`config.mk`:
```
export PLATFORM = sky130hd
export DESIGN_NAME = system_control_flag_checks
export DESIGN_NICKNAME = d
export VERILOG_FILES = /design/src/verilog/sysctl_pkg.sv /design/src/verilog/check_if.sv /design/src/verilog/cr_access_check.sv /design/src/verilog/priv_check.sv /design/src/verilog/system_control_flag_checks.sv
export SDC_FILE = /design/constraint.sdc
export NUM_CORES = 1
export LEC_CHECK = 0
export BUFFER_PORTS_ARGS = -buffer_cell sky130_fd_sc_hd__buf_2
export CAP_MARGIN = 0
export CORE_AREA = 3 3 203 205
export CTS_BUF_LIST = sky130_fd_sc_hd__clkbuf_4 sky130_fd_sc_hd__clkbuf_8
export CTS_CLUSTER_SIZE = 28
export DETAILED_ROUTE_END_ITERATION = 12
export DIE_AREA = 0 0 206 208
export GPL_ROUTABILITY_DRIVEN = 1
export SLEW_MARGIN = 20
export SYNTH_ARGS = -nofsm -noshare
export SYNTH_HDL_FRONTEND = slang
export SYNTH_SLANG_ARGS = --single-unit
```
`constraint.sdc`:
```
create_clock -name clk -period 6 [get_ports clk]
set_input_delay 0.6 -clock clk [delete_from_list [all_inputs] [get_ports clk]]
set_output_delay 0.6 -clock clk [all_outputs]
set_load 0.02 [all_outputs]
```
`src/verilog/sysctl_pkg.sv`:
```
// shared constants and types for the system-control flag checks
package sysctl_pkg;

  // feature control bit positions
  localparam int BIT_V86_EXT = 0;
  localparam int BIT_PROT_VIRT_INT = 1;
  localparam int BIT_LARGE_PAGE = 4;
  localparam int BIT_PHYS_ADDR_EXT = 5;
  localparam int BIT_MCHECK = 6;
  localparam int BIT_GLOBAL_PAGE = 7;
  localparam int BIT_PERF_USER = 8;
  localparam int BIT_FX_SUPPORT = 9;
  localparam int BIT_SIMD_EXC = 10;
  localparam int BIT_EXT_STATE = 18;
  localparam logic [63:0] FC_WRITABLE = 64'h0000_0000_0004_07ff;
  localparam logic [63:0] FC_RESET = 64'h0000_0000_0000_0000;

  // flags bit positions
  localparam int FL_SINGLE_STEP = 8;
  localparam int FL_INT_ENABLE = 9;
  localparam int FL_IO_PRIVILEGE_FIELD_LO = 12;
  localparam int FL_IO_PRIVILEGE_FIELD_HI = 13;
  localparam int FL_VIRT_INT = 19;
  localparam int FL_VIRT_PEND = 20;
  localparam logic [63:0] FL_STATUS_MASK = 64'h0000_0000_0000_08d5;
  localparam logic [63:0] FL_USER_MASK = 64'h0000_0000_0000_0cd5;
  localparam logic [63:0] FL_RESET = 64'h0000_0000_0000_0002;
  localparam logic [63:0] FL_FIXED_ONE = 64'h0000_0000_0000_0002;

  // control register indices
  localparam logic [3:0] CR_IDX_PT_BASE = 4'h3;
  localparam logic [3:0] CR_IDX_FEATURE = 4'h4;
  localparam logic [3:0] CR_IDX_TASK_PRI = 4'h8;
  localparam logic [15:0] CR_IMPL_MASK = 16'h011d;

  // extended state control
  localparam int EXT_CONTROL_REG0_X87_BIT = 0;
  localparam logic [63:0] EXT_CONTROL_REG0_RESET = 64'h0000_0000_0000_0001;

  localparam logic [1:0] PRIV_KERNEL = 2'h0;
  localparam logic [1:0] PRIV_USER = 2'h3;

  typedef enum logic [3:0] {
    op_none, op_cr_read, op_cr_write, op_flags_read, op_flags_write,
    op_io, op_perf_read, op_media, op_fx_save, op_ext_get, op_ext_set,
    op_int_set, op_int_clear
  } op_type;

  typedef enum logic [1:0] {
    fault_none, fault_ud, fault_gp, fault_xf
  } fault_type;

  typedef enum logic [1:0] {pg_4k, pg_2m, pg_4m} page_size_type;

  typedef enum logic [1:0] {if_real, if_virtual, if_denied} if_mode_type;

endpackage : sysctl_pkg

```
`src/verilog/check_if.sv`:
```
// request and verdict signals shared by the top and its checkers
`timescale 1ns/1ps
interface check_if;
  import sysctl_pkg::*;
  op_type op;
  logic [3:0] cr_idx;
  logic [1:0] current_priv_level;
  logic [1:0] io_privilege_field;
  logic [63:0] feat;
  logic simd_unmasked;
  fault_type cr_fault;
  fault_type priv_fault;
  if_mode_type if_mode;

  modport owner (output op, cr_idx, current_priv_level, io_privilege_field, feat, simd_unmasked,
                 input cr_fault, priv_fault, if_mode);
  modport cr_side (input op, cr_idx, current_priv_level, feat, output cr_fault);
  modport priv_side (input op, current_priv_level, io_privilege_field, feat, simd_unmasked,
                     output priv_fault, if_mode);
endinterface : check_if

```
`src/verilog/cr_access_check.sv`:
```
// control-register and extended-state access checks
`timescale 1ns/1ps
module cr_access_check
  import sysctl_pkg::*;
(
  check_if.cr_side chk
);

  always_comb begin
    chk.cr_fault = fault_none;
    unique case (chk.op)
      op_cr_read, op_cr_write: begin
        if (!CR_IMPL_MASK[chk.cr_idx]) begin
          chk.cr_fault = fault_ud;
        end else if (chk.current_priv_level != PRIV_KERNEL) begin
          chk.cr_fault = fault_gp;
        end
      end
      op_ext_get, op_ext_set: begin
        if (!chk.feat[BIT_EXT_STATE]) begin
          chk.cr_fault = fault_ud;
        end else if (chk.op == op_ext_set && chk.current_priv_level != PRIV_KERNEL) begin
          chk.cr_fault = fault_gp;
        end
      end
      default: chk.cr_fault = fault_none;
    endcase
  end

endmodule : cr_access_check

```
`src/verilog/priv_check.sv`:
```
// privilege and feature-enable checks for instruction classes
`timescale 1ns/1ps
module priv_check
  import sysctl_pkg::*;
(
  check_if.priv_side chk
);

  always_comb begin
    // interrupt flag ownership from privilege, io level and virtual modes
    if (chk.current_priv_level <= chk.io_privilege_field) begin
      chk.if_mode = if_real;
    end else if ((chk.feat[BIT_V86_EXT] || chk.feat[BIT_PROT_VIRT_INT])
                 && chk.current_priv_level == PRIV_USER) begin
      chk.if_mode = if_virtual;
    end else begin
      chk.if_mode = if_denied;
    end
  end

  always_comb begin
    chk.priv_fault = fault_none;
    unique case (chk.op)
      op_io: begin
        if (chk.current_priv_level > chk.io_privilege_field) chk.priv_fault = fault_gp;
      end
      op_perf_read: begin
        if (!chk.feat[BIT_PERF_USER] && chk.current_priv_level != PRIV_KERNEL) begin
          chk.priv_fault = fault_gp;
        end
      end
      op_media: begin
        if (!chk.feat[BIT_FX_SUPPORT]) begin
          chk.priv_fault = fault_ud;
        end else if (chk.simd_unmasked) begin
          chk.priv_fault = chk.feat[BIT_SIMD_EXC] ? fault_xf : fault_ud;
        end
      end
      op_int_set, op_int_clear: begin
        if (chk.if_mode == if_denied) chk.priv_fault = fault_gp;
      end
      default: chk.priv_fault = fault_none;
    endcase
  end

endmodule : priv_check

```
`src/verilog/system_control_flag_checks.sv`:
```
// feature control, flags and exception checks for the execution pipeline
//
// Overview of operation
// - physical address extension selects wide table entries, 52-bit addresses
// - with extension on, page size is 4K or 2M from the directory size bit
// - long mode is allowed only while physical address extension is set
// - machine check enable gates the abort for uncorrectable errors
// - enabled errors are logged always; correctable ones never abort
// - page base writes flush the TLB, keeping global entries when enabled
// - perf counter read is kernel-only unless the user enable is set
// - wide media instructions fault invalid-opcode without fx state support
// - unmasked media fp error gives simd fault or invalid-opcode per enable
// - extended state get/set work only with extended state support enabled
// - reserved control register accesses fault invalid-opcode
// - in 64-bit mode the extension prefix bit reaches registers 8 to 15
// - control register 8 is the task priority register
// - legacy flags view is the low 32 bits of the flags register
// - status bits are updated by hardware and readable at any level
// - single step raises one debug trap after the next completed instruction
// - single step clears whenever any exception or interrupt is taken
// - interrupt enable clear ignores maskable interrupts only
// - interrupt enable changes depend on privilege, io level, virtual modes
// - io instructions need privilege at most the io level, else protection
// - large page enable is ignored while address extension is set
// - virtual modes enable the virtual interrupt and pending flag bits
`timescale 1ns/1ps
module system_control_flag_checks
  import sysctl_pkg::*;
#(
  parameter int TPR_BITS = 4
) (
  // clock and reset
  input wire logic clk,
  input wire logic rstn,
  // instruction request from the pipeline
  input wire logic req_valid,
  input wire op_type req_op,
  input wire logic [2:0] req_modrm_reg,
  input wire logic req_reg_ext,
  input wire logic req_mode64,
  input wire logic [1:0] req_cpl,
  input wire logic [63:0] req_wdata,
  input wire logic req_simd_unmasked,
  // arithmetic status update
  input wire logic status_we,
  input wire logic [63:0] status_value,
  // error and interrupt events
  input wire logic mc_err_valid,
  input wire logic mc_err_uncorr,
  input wire logic mc_err_bank_en,
  input wire logic nmi_req,
  input wire logic maskable_req,
  input wire logic ext_exc_taken,
  // translation hooks
  input wire logic walk_valid,
  input wire logic walk_pde_ps,
  input wire logic long_mode_req,
  // instruction response
  output logic resp_valid,
  output fault_type resp_fault,
  output logic [63:0] resp_rdata,
  // raised events
  output logic debug_trap,
  output logic machine_check_abort,
  output logic mc_log,
  output logic nmi_take,
  output logic int_take,
  // TLB control
  output logic tlb_flush,
  output logic tlb_keep_global,
  // register views
  output logic [63:0] feature_control,
  output logic [63:0] flags,
  output logic [31:0] legacy_flags,
  output logic [63:0] ext_control0,
  output logic [TPR_BITS-1:0] task_priority,
  output logic [63:0] page_table_base,
  // translation results
  output logic pte_wide,
  output page_size_type page_size,
  output logic long_mode_ok
);

  if (TPR_BITS < 1 || TPR_BITS > 8) begin : g_bad_tpr
    $error("TPR_BITS must lie between 1 and 8");
  end

  typedef struct packed {
    logic [63:0] fc;
    logic [63:0] fl;
    logic [63:0] ext_control_reg0;
    logic [63:0] cr3;
    logic [TPR_BITS-1:0] task_priority_reg;
    logic resp_valid;
    fault_type resp_fault;
    logic [63:0] resp_rdata;
    logic debug_trap;
    logic mc_abort;
    logic mc_log;
    logic nmi_take;
    logic int_take;
    logic tlb_flush;
    logic tlb_keep;
    logic pte_wide;
    page_size_type page_size;
    logic long_ok;
  } state_type;

  state_type state_q;
  state_type state_d;

  check_if chk ();

  logic [3:0] cr_idx;
  logic [1:0] io_privilege_field;
  fault_type base_fault;
  fault_type fault;
  logic done;
  logic exc_taken;
  logic virt_en;

  // control register 8 and above only exist behind the extension prefix
  assign cr_idx = {req_reg_ext & req_mode64, req_modrm_reg};
  assign io_privilege_field = state_q.fl[FL_IO_PRIVILEGE_FIELD_HI:FL_IO_PRIVILEGE_FIELD_LO];
  assign virt_en = state_q.fc[BIT_V86_EXT] | state_q.fc[BIT_PROT_VIRT_INT];

  // checkers see only registered control state, so a write reaches the
  // next instruction and never the one that made it
  assign chk.op = req_valid ? req_op : op_none;
  assign chk.cr_idx = cr_idx;
  assign chk.current_priv_level = req_cpl;
  assign chk.io_privilege_field = io_privilege_field;
  assign chk.feat = state_q.fc;
  assign chk.simd_unmasked = req_simd_unmasked;

  cr_access_check u_cr_check (
    .chk(chk.cr_side)
  );

  priv_check u_priv_check (
    .chk(chk.priv_side)
  );

  always_comb begin
    base_fault = (chk.cr_fault != fault_none) ? chk.cr_fault
                                              : chk.priv_fault;
    fault = base_fault;
    if (req_valid && base_fault == fault_none) begin
      unique case (req_op)
        op_cr_write: begin
          if (cr_idx == CR_IDX_FEATURE && (req_wdata & ~FC_WRITABLE) != '0)
            fault = fault_gp;
          if (cr_idx == CR_IDX_TASK_PRI && (req_wdata >> TPR_BITS) != '0)
            fault = fault_gp;
        end
        op_ext_set: begin
          if (!req_wdata[EXT_CONTROL_REG0_X87_BIT]) fault = fault_gp;
        end
        op_int_set: begin
          // enabling virtual interrupts with one pending hands it to the os
          if (chk.if_mode == if_virtual && state_q.fl[FL_VIRT_PEND])
            fault = fault_gp;
        end
        default: fault = base_fault;
      endcase
    end
  end

  assign done = req_valid && fault == fault_none;

  always_comb begin
    state_d = state_q;
    state_d.resp_valid = req_valid;
    state_d.resp_fault = req_valid ? fault : fault_none;
    state_d.resp_rdata = '0;
    state_d.tlb_flush = 1'b0;
    state_d.tlb_keep = 1'b0;

    // hardware status update comes first; an explicit flags write wins
    if (status_we) begin
      state_d.fl = (state_q.fl & ~FL_STATUS_MASK)
                 | (status_value & FL_STATUS_MASK);
    end

    if (done) begin
      unique case (req_op)
        op_cr_read: begin
          if (cr_idx == CR_IDX_FEATURE) state_d.resp_rdata = state_q.fc;
          if (cr_idx == CR_IDX_PT_BASE) state_d.resp_rdata = state_q.cr3;
          if (cr_idx == CR_IDX_TASK_PRI) begin
            state_d.resp_rdata = {{(64-TPR_BITS){1'b0}}, state_q.task_priority_reg};
          end
        end
        op_cr_write: begin
          if (cr_idx == CR_IDX_FEATURE) state_d.fc = req_wdata;
          if (cr_idx == CR_IDX_TASK_PRI) begin
            state_d.task_priority_reg = req_wdata[TPR_BITS-1:0];
          end
          if (cr_idx == CR_IDX_PT_BASE) begin
            state_d.cr3 = req_wdata;
            state_d.tlb_flush = 1'b1;
            state_d.tlb_keep = state_q.fc[BIT_GLOBAL_PAGE];
          end
        end
        op_flags_read: state_d.resp_rdata = state_q.fl;
        op_flags_write: begin
          state_d.fl = (state_d.fl & ~FL_USER_MASK)
                     | (req_wdata & FL_USER_MASK);
          state_d.fl[FL_SINGLE_STEP] = req_wdata[FL_SINGLE_STEP];
          if (chk.if_mode == if_real) begin
            state_d.fl[FL_INT_ENABLE] = req_wdata[FL_INT_ENABLE];
          end
          if (req_cpl == PRIV_KERNEL) begin
            state_d.fl[FL_IO_PRIVILEGE_FIELD_HI:FL_IO_PRIVILEGE_FIELD_LO] =
              req_wdata[FL_IO_PRIVILEGE_FIELD_HI:FL_IO_PRIVILEGE_FIELD_LO];
            state_d.fl[FL_VIRT_INT] = virt_en & req_wdata[FL_VIRT_INT];
            state_d.fl[FL_VIRT_PEND] = virt_en & req_wdata[FL_VIRT_PEND];
          end
        end
        op_int_set, op_int_clear: begin
          if (chk.if_mode == if_virtual) begin
            state_d.fl[FL_VIRT_INT] = (req_op == op_int_set);
          end else begin
            state_d.fl[FL_INT_ENABLE] = (req_op == op_int_set);
          end
        end
        op_ext_get: state_d.resp_rdata = state_q.ext_control_reg0;
        op_ext_set: state_d.ext_control_reg0 = req_wdata;
        default: state_d.resp_rdata = '0;
      endcase
    end
    state_d.fl = state_d.fl | FL_FIXED_ONE;

    // machine check: log regardless of enable, abort only when enabled
    state_d.mc_log = mc_err_valid & mc_err_bank_en;
    state_d.mc_abort = mc_err_valid & mc_err_uncorr
                     & state_q.fc[BIT_MCHECK];

    // nmi is never masked; maskable ones follow the enable flag
    state_d.nmi_take = nmi_req;
    state_d.int_take = maskable_req & ~nmi_req
                     & state_q.fl[FL_INT_ENABLE];

    // the flag as seen before this instruction decides the trap, so the
    // instruction that sets it is not itself stepped
    state_d.debug_trap = done & state_q.fl[FL_SINGLE_STEP];

    exc_taken = state_d.debug_trap | state_d.mc_abort | state_d.nmi_take
              | state_d.int_take | ext_exc_taken
              | (req_valid & fault != fault_none);
    if (exc_taken) state_d.fl[FL_SINGLE_STEP] = 1'b0;

    // translation controls
    state_d.pte_wide = state_q.fc[BIT_PHYS_ADDR_EXT];
    state_d.long_ok = long_mode_req & state_q.fc[BIT_PHYS_ADDR_EXT];
    if (walk_valid) begin
      if (state_q.fc[BIT_PHYS_ADDR_EXT]) begin
        // large page enable has no say here
        state_d.page_size = walk_pde_ps ? pg_2m : pg_4k;
      end else if (state_q.fc[BIT_LARGE_PAGE] && walk_pde_ps) begin
        state_d.page_size = pg_4m;
      end else begin
        state_d.page_size = pg_4k;
      end
    end
  end

  always_ff @(posedge clk or negedge rstn) begin
    if (!rstn) begin
      state_q <= '{fc: FC_RESET, fl: FL_RESET, ext_control_reg0: EXT_CONTROL_REG0_RESET,
                   resp_fault: fault_none, page_size: pg_4k, default: '0};
    end else begin
      state_q <= state_d;
    end
  end

  assign resp_valid = state_q.resp_valid;
  assign resp_fault = state_q.resp_fault;
  assign resp_rdata = state_q.resp_rdata;
  assign debug_trap = state_q.debug_trap;
  assign machine_check_abort = state_q.mc_abort;
  assign mc_log = state_q.mc_log;
  assign nmi_take = state_q.nmi_take;
  assign int_take = state_q.int_take;
  assign tlb_flush = state_q.tlb_flush;
  assign tlb_keep_global = state_q.tlb_keep;
  assign feature_control = state_q.fc;
  assign flags = state_q.fl;
  assign legacy_flags = state_q.fl[31:0];
  assign ext_control0 = state_q.ext_control_reg0;
  assign task_priority = state_q.task_priority_reg;
  assign page_table_base = state_q.cr3;
  assign pte_wide = state_q.pte_wide;
  assign page_size = state_q.page_size;
  assign long_mode_ok = state_q.long_ok;
endmodule : system_control_flag_checks

```
==> results.yml, run 1 <==
yosys:
  synth_top_area_cell: "dfrtp_1"
  yosys_warnings: 0
  netlist_area_um2: 12450
  synthTopCellsByCount: "dfrtp_1 (286), mux2_2 (124), nor2_1 (122)"
  synth_top_area_share_pct: 57.48
  synth-simple-area-share_pct: 11.07
  ys_top_cells_by_area: "dfrtp_1 (57%), mux2_2 (11%), buf_4 (5.1%)"
  async_flop_share_pct: 100.0
  synth.area.mux_share_pct: 13.78
  yosysSeqAreaShare_pct: 57.69
  synth_fa_ha_area_share_pct: 0.2010
  synth-seq-cells: 287
  synth_top_family_by_area: "multiplexers"
  synth-compound-area-share_pct: 9.727
  synth_cell_types: 54
  synth_xor_area_share_pct: 0.07034
  netlist_instances: 1045
  avgSynthCellArea_um2: 11.92
  ys.flop_type: "dfrtp_1"
  synth_edf_count: 0
  yosysMostFrequentCell: "dfrtp_1"
place:
  place.gp.congestion: 0.8522
  dpl.hpwl_um: 29230
  dp.cells: 1901
  port_buffers: 394
setup_path:
  r2r_slack_ns: 2.20
  critical_path_class: "in2reg"
  end_kind: "flip-flop"
  critPathMaxFanout: 51
  startpoint_type: "primary input"
  arrival_ns: 4.40
  cp_data_required_time_ns: 6.48
grt:
  grt_max_degree: 163
  track_usage_pct: 19.80
  antenna_found_initial: 1
  grt_pass1_wl_um: 64300
  grt_overflow: 0
  grt_pass1_vias: 9933
route:
  detail-route-antenna-nets: 0
  dr_wl_met3_um: 3758
  routedWlPerCell_um: 21.82
  routed_wl_um: 43490
  drt_iter0_drc: 555
  first_pass_iters: 5
  viasPerCell: 4.916
  wl_met2_um: 21030
  drc: 0
  dr_total_vias: 9797
  wl_met1_um: 17400
  routed.top_layer: "met5"
timing:
  rsz0062_at_grt: "no"
  slew_viol_final: 0
  timing.final.setup_violations: 0
  relSlewSlack_pct: 29.49
  hold_violations: 0
  skew_ns: 0.02241
  max_freq_mhz: 255.0
  period_needed_ns: 3.922
  worst_pin_slew_ns: 1.048
  period_share_pct: 65.36
  setup_tns_ns: 0
power:
  power.internal_mw: 3.562
  vdd_drop_max_v: 0.0001796
  combinationalPowerShare_pct: 16.6
  switching_share_pct: 30.11
  power.leakage_nw: 8.244
  totalPowerFinal_mw: 5.096
  clkPwrFrac_pct: 39.3
  powerDensity_nw_per_um2: 323.0
  seq_power_share_pct: 44.1
  power.switching_mw: 1.534
worst_hold_path:
  min_path_type: "in2reg"
cells_and_area:
  nets: 1585
  syn_to_final_growth_pct: 26.73
  layout.cells.non_filler: 1993
  drive_gt1_share_pct: 43.26
  n_antenna_cell: 0
die:
  rows: 73
  dieWidth_um: 206
  die_h_um: 208
  core_area_um2: 39640
  boundaryPins: 523
  die_area_um2: 42850
  initial_utilization_pct: 31.41
run:
  cap_violations: 0
clock_network:
  clkSinkCount: 287
  clkLatencyLatePin_ns: 0.62
  cts_buffers: 51
  post_cts_buffers: 0
  clock_path_buffers: 3
  h-tree-depth: 2
  cts-root-buf: "clkbuf_8"
  clk_pin_slew_ns: 0.06
  cts_tree: "yes"
run_status:
  status: "completed"
-- stage by stage --
stage | area (um2) | hold slack, ns | util [%] | worst slack (ns)
CTS | 15780 | 0.09830 | 39.81 | 2.027
detailed placement | 14630 | 0.4965 | 36.89 | 1.365
finish | 15780 | 0.1453 | 39.81 | 2.078
global route | 15780 | 0.1028 | 39.81 | 1.960
global placement | 14630 | 0.4932 | 36.89 | 1.354
floorplan | 12710 | 0.3044 | - | 3.163
-- path summary, 6_finish.rpt --
path                                     start             endpoint  cells after the start
setup / recovery                 req_wdata[39]     ext_control0[30]                      8
hold / removal                         nmi_req             nmi_take                      1
min in group asynchronous                 rstn  feature_control[19]                      2
setup reg to reg                     flags[13]     ext_control0[30]                      9
max in group asynchronous                 rstn     ext_control0[46]                      3
hold reg to reg            feature_control[22]  feature_control[22]                      1
-- power by group through the flow --
stage / Clock [mW] / Sequential [mW] / Combinational [mW]
2_1_floorplan: 0 / 2.46 / 0.321
3_3_place_gp: 0 / 2.27 / 0.848
3_5_place_dp: 0 / 2.28 / 0.857
4_1_cts: 2.06 / 2.25 / 0.859
5_1_grt: 2.16 / 2.27 / 0.910
6_report: 2.00 / 2.25 / 0.847
-- per-layer routing --
metal	up-vias	global-route usage [%]
li1	4315	-
met1	4911	25.30
met2	493	32.28
met3	76	5.711
met4	2	6.578
met5	-	0
-- kinds of logic (layout without fill, tap and decap cells) --
| family | Yosys count | count (layout) |
|---|---|---|
| xor+xnor | 1 | 1 |
| other cells | 2 | 70 |
| compound gates | 177 | 177 |
| fa+ha+maj | 2 | 2 |
| flops | 287 | 287 |
| mux | 153 | 153 |
| buf+inv | 156 | 511 |
| simple gates | 267 | 267 |
-- worst max-delay path: stages --
cell and delay (ns):
buf_2 0.11, nor4_1 0.89, nand4_1 0.33, a211o_1 0.43
o31ai_4 0.50, nand4_4 0.48, buf_4 0.56, mux2_1 0.45
-- cells in the final DEF, fill, tap and decap left out, types with 4 or more instances in the layout --
cell,instances
a22oi_1,51
mux2i_1,6
mux2_2,124
and3_1,4
dfrtp_1,286
nand3_1,9
nand2_1,25
a31oi_1,5
o21ai_0,16
mux2_1,23
nor2b_1,8
nor2_1,121
a222oi_1,11
buf_2,393
a22o_1,13
nor4_1,16
a21oi_1,56
clkbuf_8,72
conb_1,70
clkbuf_4,11
clkinv_2,5
inv_1,11
and2_1,56
buf_4,13
-- layout make-up --
type | instances | area [um2]
sequential | 287 | 7183
multi-input combinational | 670 | 4644
clock inverter | 8 | 71.32
tap | 525 | 656.9
inverter | 11 | 41.29
fill | 3869 | 23860
timing repair buffer | 409 | 2110
clock buffer | 83 | 1074
-- what timing repair did --
action,4_1_cts,5_1_grt
resized for setup,0,0
hold endpoints to repair,48,0
hold buffers,1,0
No activity file was read; power rests on OpenSTA's default activity.
==> inputs of run 2 (changes only) <==
- clock period: 6 -> 4.1 ns (I/O delays scaled with it)
==> run 2 against run 1 <==
Net effect:
- die area stayed put
- highest routed layer unchanged
- first-iteration DRC count is 2.3% higher
- wire length is 0.86% higher
- non-clock buffer count is 39 higher
- register-to-register slack worse by 1.5 ns
- cell area is 2.4% higher
- combinational power is 50% higher
- global-route usage is 0.16 points higher
- clock skew is 0.0036 ns higher
- via count is 1.2% higher
==> results.yml, run 2 (synthesis results as in run 1) <==
power:
  powerDensity_nw_per_um2: 460.9
  power.leakage_nw: 8.422
  totalPowerFinal_mw: 7.447
  vdd_drop_max_v: 0.0002711
route:
  routed_wl_um: 43870
  detail-route-antenna-nets: 0
  drt_iter0_drc: 568
  dr_total_vias: 9919
  routedWlPerCell_um: 21.54
  drc: 0
  first_pass_iters: 5
  viasPerCell: 4.872
setup_path:
  startpoint_type: "flip-flop"
  r2r_slack_ns: 0.67
  cp_data_required_time_ns: 4.57
  critPathMaxFanout: 17
  arrival_ns: 3.91
  critical_path_class: "reg2reg"
  slowest_stage: "nor4_4"
  max_stage_delay_ns: 0.81
  crit_chain: "inv_1 > ha_1 > nor2b_1 > o21ai_1 > o21ai_1 > nor4_4 > nand4_4 > buf_4 > mux2_1"
  r2r_cells: 9
  rr_endpoint: "ext_control0[5]"
  end_kind: "flip-flop"
  worstReg2RegStart: "flags[13]"
  crit_path_frequent_cell: "o21ai_1"
die:
  die_h_um: 208
  dieWidth_um: 206
  boundaryPins: 523
  rows: 73
  initial_utilization_pct: 31.41
  core_area_um2: 39640
  die_area_um2: 42850
worst_hold_path:
  min_from: "mc_err_valid"
  min_path_type: "in2reg"
  hold_path_depth: 2
  whs_endpoint: "mc_log"
clock_network:
  clk_pin_slew_ns: 0.06
  clock_path_buffers: 3
  h-tree-depth: 2
  clkSinkCount: 287
  post_cts_buffers: 0
  cts_tree: "yes"
  cts-root-buf: "clkbuf_8"
  clkLatencyLatePin_ns: 0.61
  cts_buffers: 51
  hold_buffers: 28
  cts_resized: 0
run:
  cap_violations: 0
cells_and_area:
  n_antenna_cell: 0
  multi_input_area_um2: 4644
  final_cell_area_um2: 16160
  layout_commonest_cell: "buf_2"
  seqCellArea_um2: 7183
  syn_to_final_growth_pct: 29.76
  final_cell_mix: "buf_2 (393), dfrtp_1 (286), mux2_2 (124)"
  nFillCells: 3873
  nets: 1624
  drive_gt1_share_pct: 43.08
run_status:
  status: "completed"
timing:
  fin_ws_ns: 0.6677
  skew_ns: 0.02604
  setup_tns_ns: 0
  max_freq_mhz: 291.3
  timing.final.setup_violations: 0
  relSlewSlack_pct: 38.88
  worst_pin_slew_ns: 0.9100
  period_share_pct: 83.72
  slew_viol_final: 0
  period_needed_ns: 3.432
  fin_hold_ws_ns: 0.06444
  hold_violations: 0
  rsz0062_at_grt: "no"
grt:
  grt_overflow: 0
  grt_max_degree: 124
  antenna_found_initial: 2
  grt_pass1_vias: 10223
  track_usage_pct: 19.96
  grt_pass1_wl_um: 64920
place:
  place_ws_ns: 0.6709
  place.gp.congestion: 0.8385
  dpl.hpwl_um: 30030
  placed_area_um2: 14750
  port_buffers: 394
-- run 2: cell types whose count changed in the layout (fill, tap and decap cells not counted), moves of 3 or more --
| cell | delta |
|---|---|
| dlygate4sd3_1 | +27 |
| buf_4 | +9 |
| clkbuf_8 | -6 |
| clkinv_2 | +5 |
| clkbuf_4 | +4 |
| buf_12 | +3 |
-- run 2: metrics by stage --
step,util (%),std cells
2_1_floorplan,-,1113
3_3_place_gp,37.22,1913
3_5_place_dp,37.22,1913
4_1_cts,40.76,2036
5_1_grt,40.76,2036
6_report,40.76,2036
-- run 2: layout make-up --
cell class	count	share of cell area (%)
Timing Repair Buffer	448	15.52
Clock inverter	14	0.6427
Tap cell	525	4.065
Multi-Input combinational cell	670	28.74
Sequential cell	287	44.46
Inverter	11	0.2555
Clock buffer	81	6.319
-- run 2: report_power, final --
group | internal (mW) | total, mW | leakage (nW) | switching (mW)
registers | 3.08 | 3.29 | 3.86 | 0.205
clock network | 1.65 | 2.89 | 0.602 | 1.24
logic | 0.441 | 1.27 | 3.96 | 0.830
-- run 2: how the worst max path moves through the flow --
stage / cells after the start / startpoint / to
finish: 9 / flags[13] / ext_control0[5]
global route: 9 / flags[13] / ext_control0[61]
CTS: 9 / flags[13] / ext_control0[5]
detailed placement: 9 / req_wdata[32] / ext_control0[5]
global placement: 9 / req_wdata[39] / ext_control0[61]
floorplan: 9 / flags[13] / page_table_base[23]
-- run 2: layer usage --
layer,global-route usage (%),vias to the layer above,share of wire [%]
li1,-,4387,-
met1,26.00,4968,41
met2,32.00,471,47
met3,5.680,91,8.4
met4,6.625,2,3.1
met5,0,-,0.030
-- run 2: critical path, delay by kind of cell (launching register included) --
kind / cells / cell delay (ns)
buffers and inverters: 2 / 0.44
AOI/OAI and AO/OA: 2 / 0.43
and+or+nand+nor: 3 / 1.32
adders and majority gates: 1 / 0.30
DFF: 1 / 0.43
muxes: 1 / 0.34
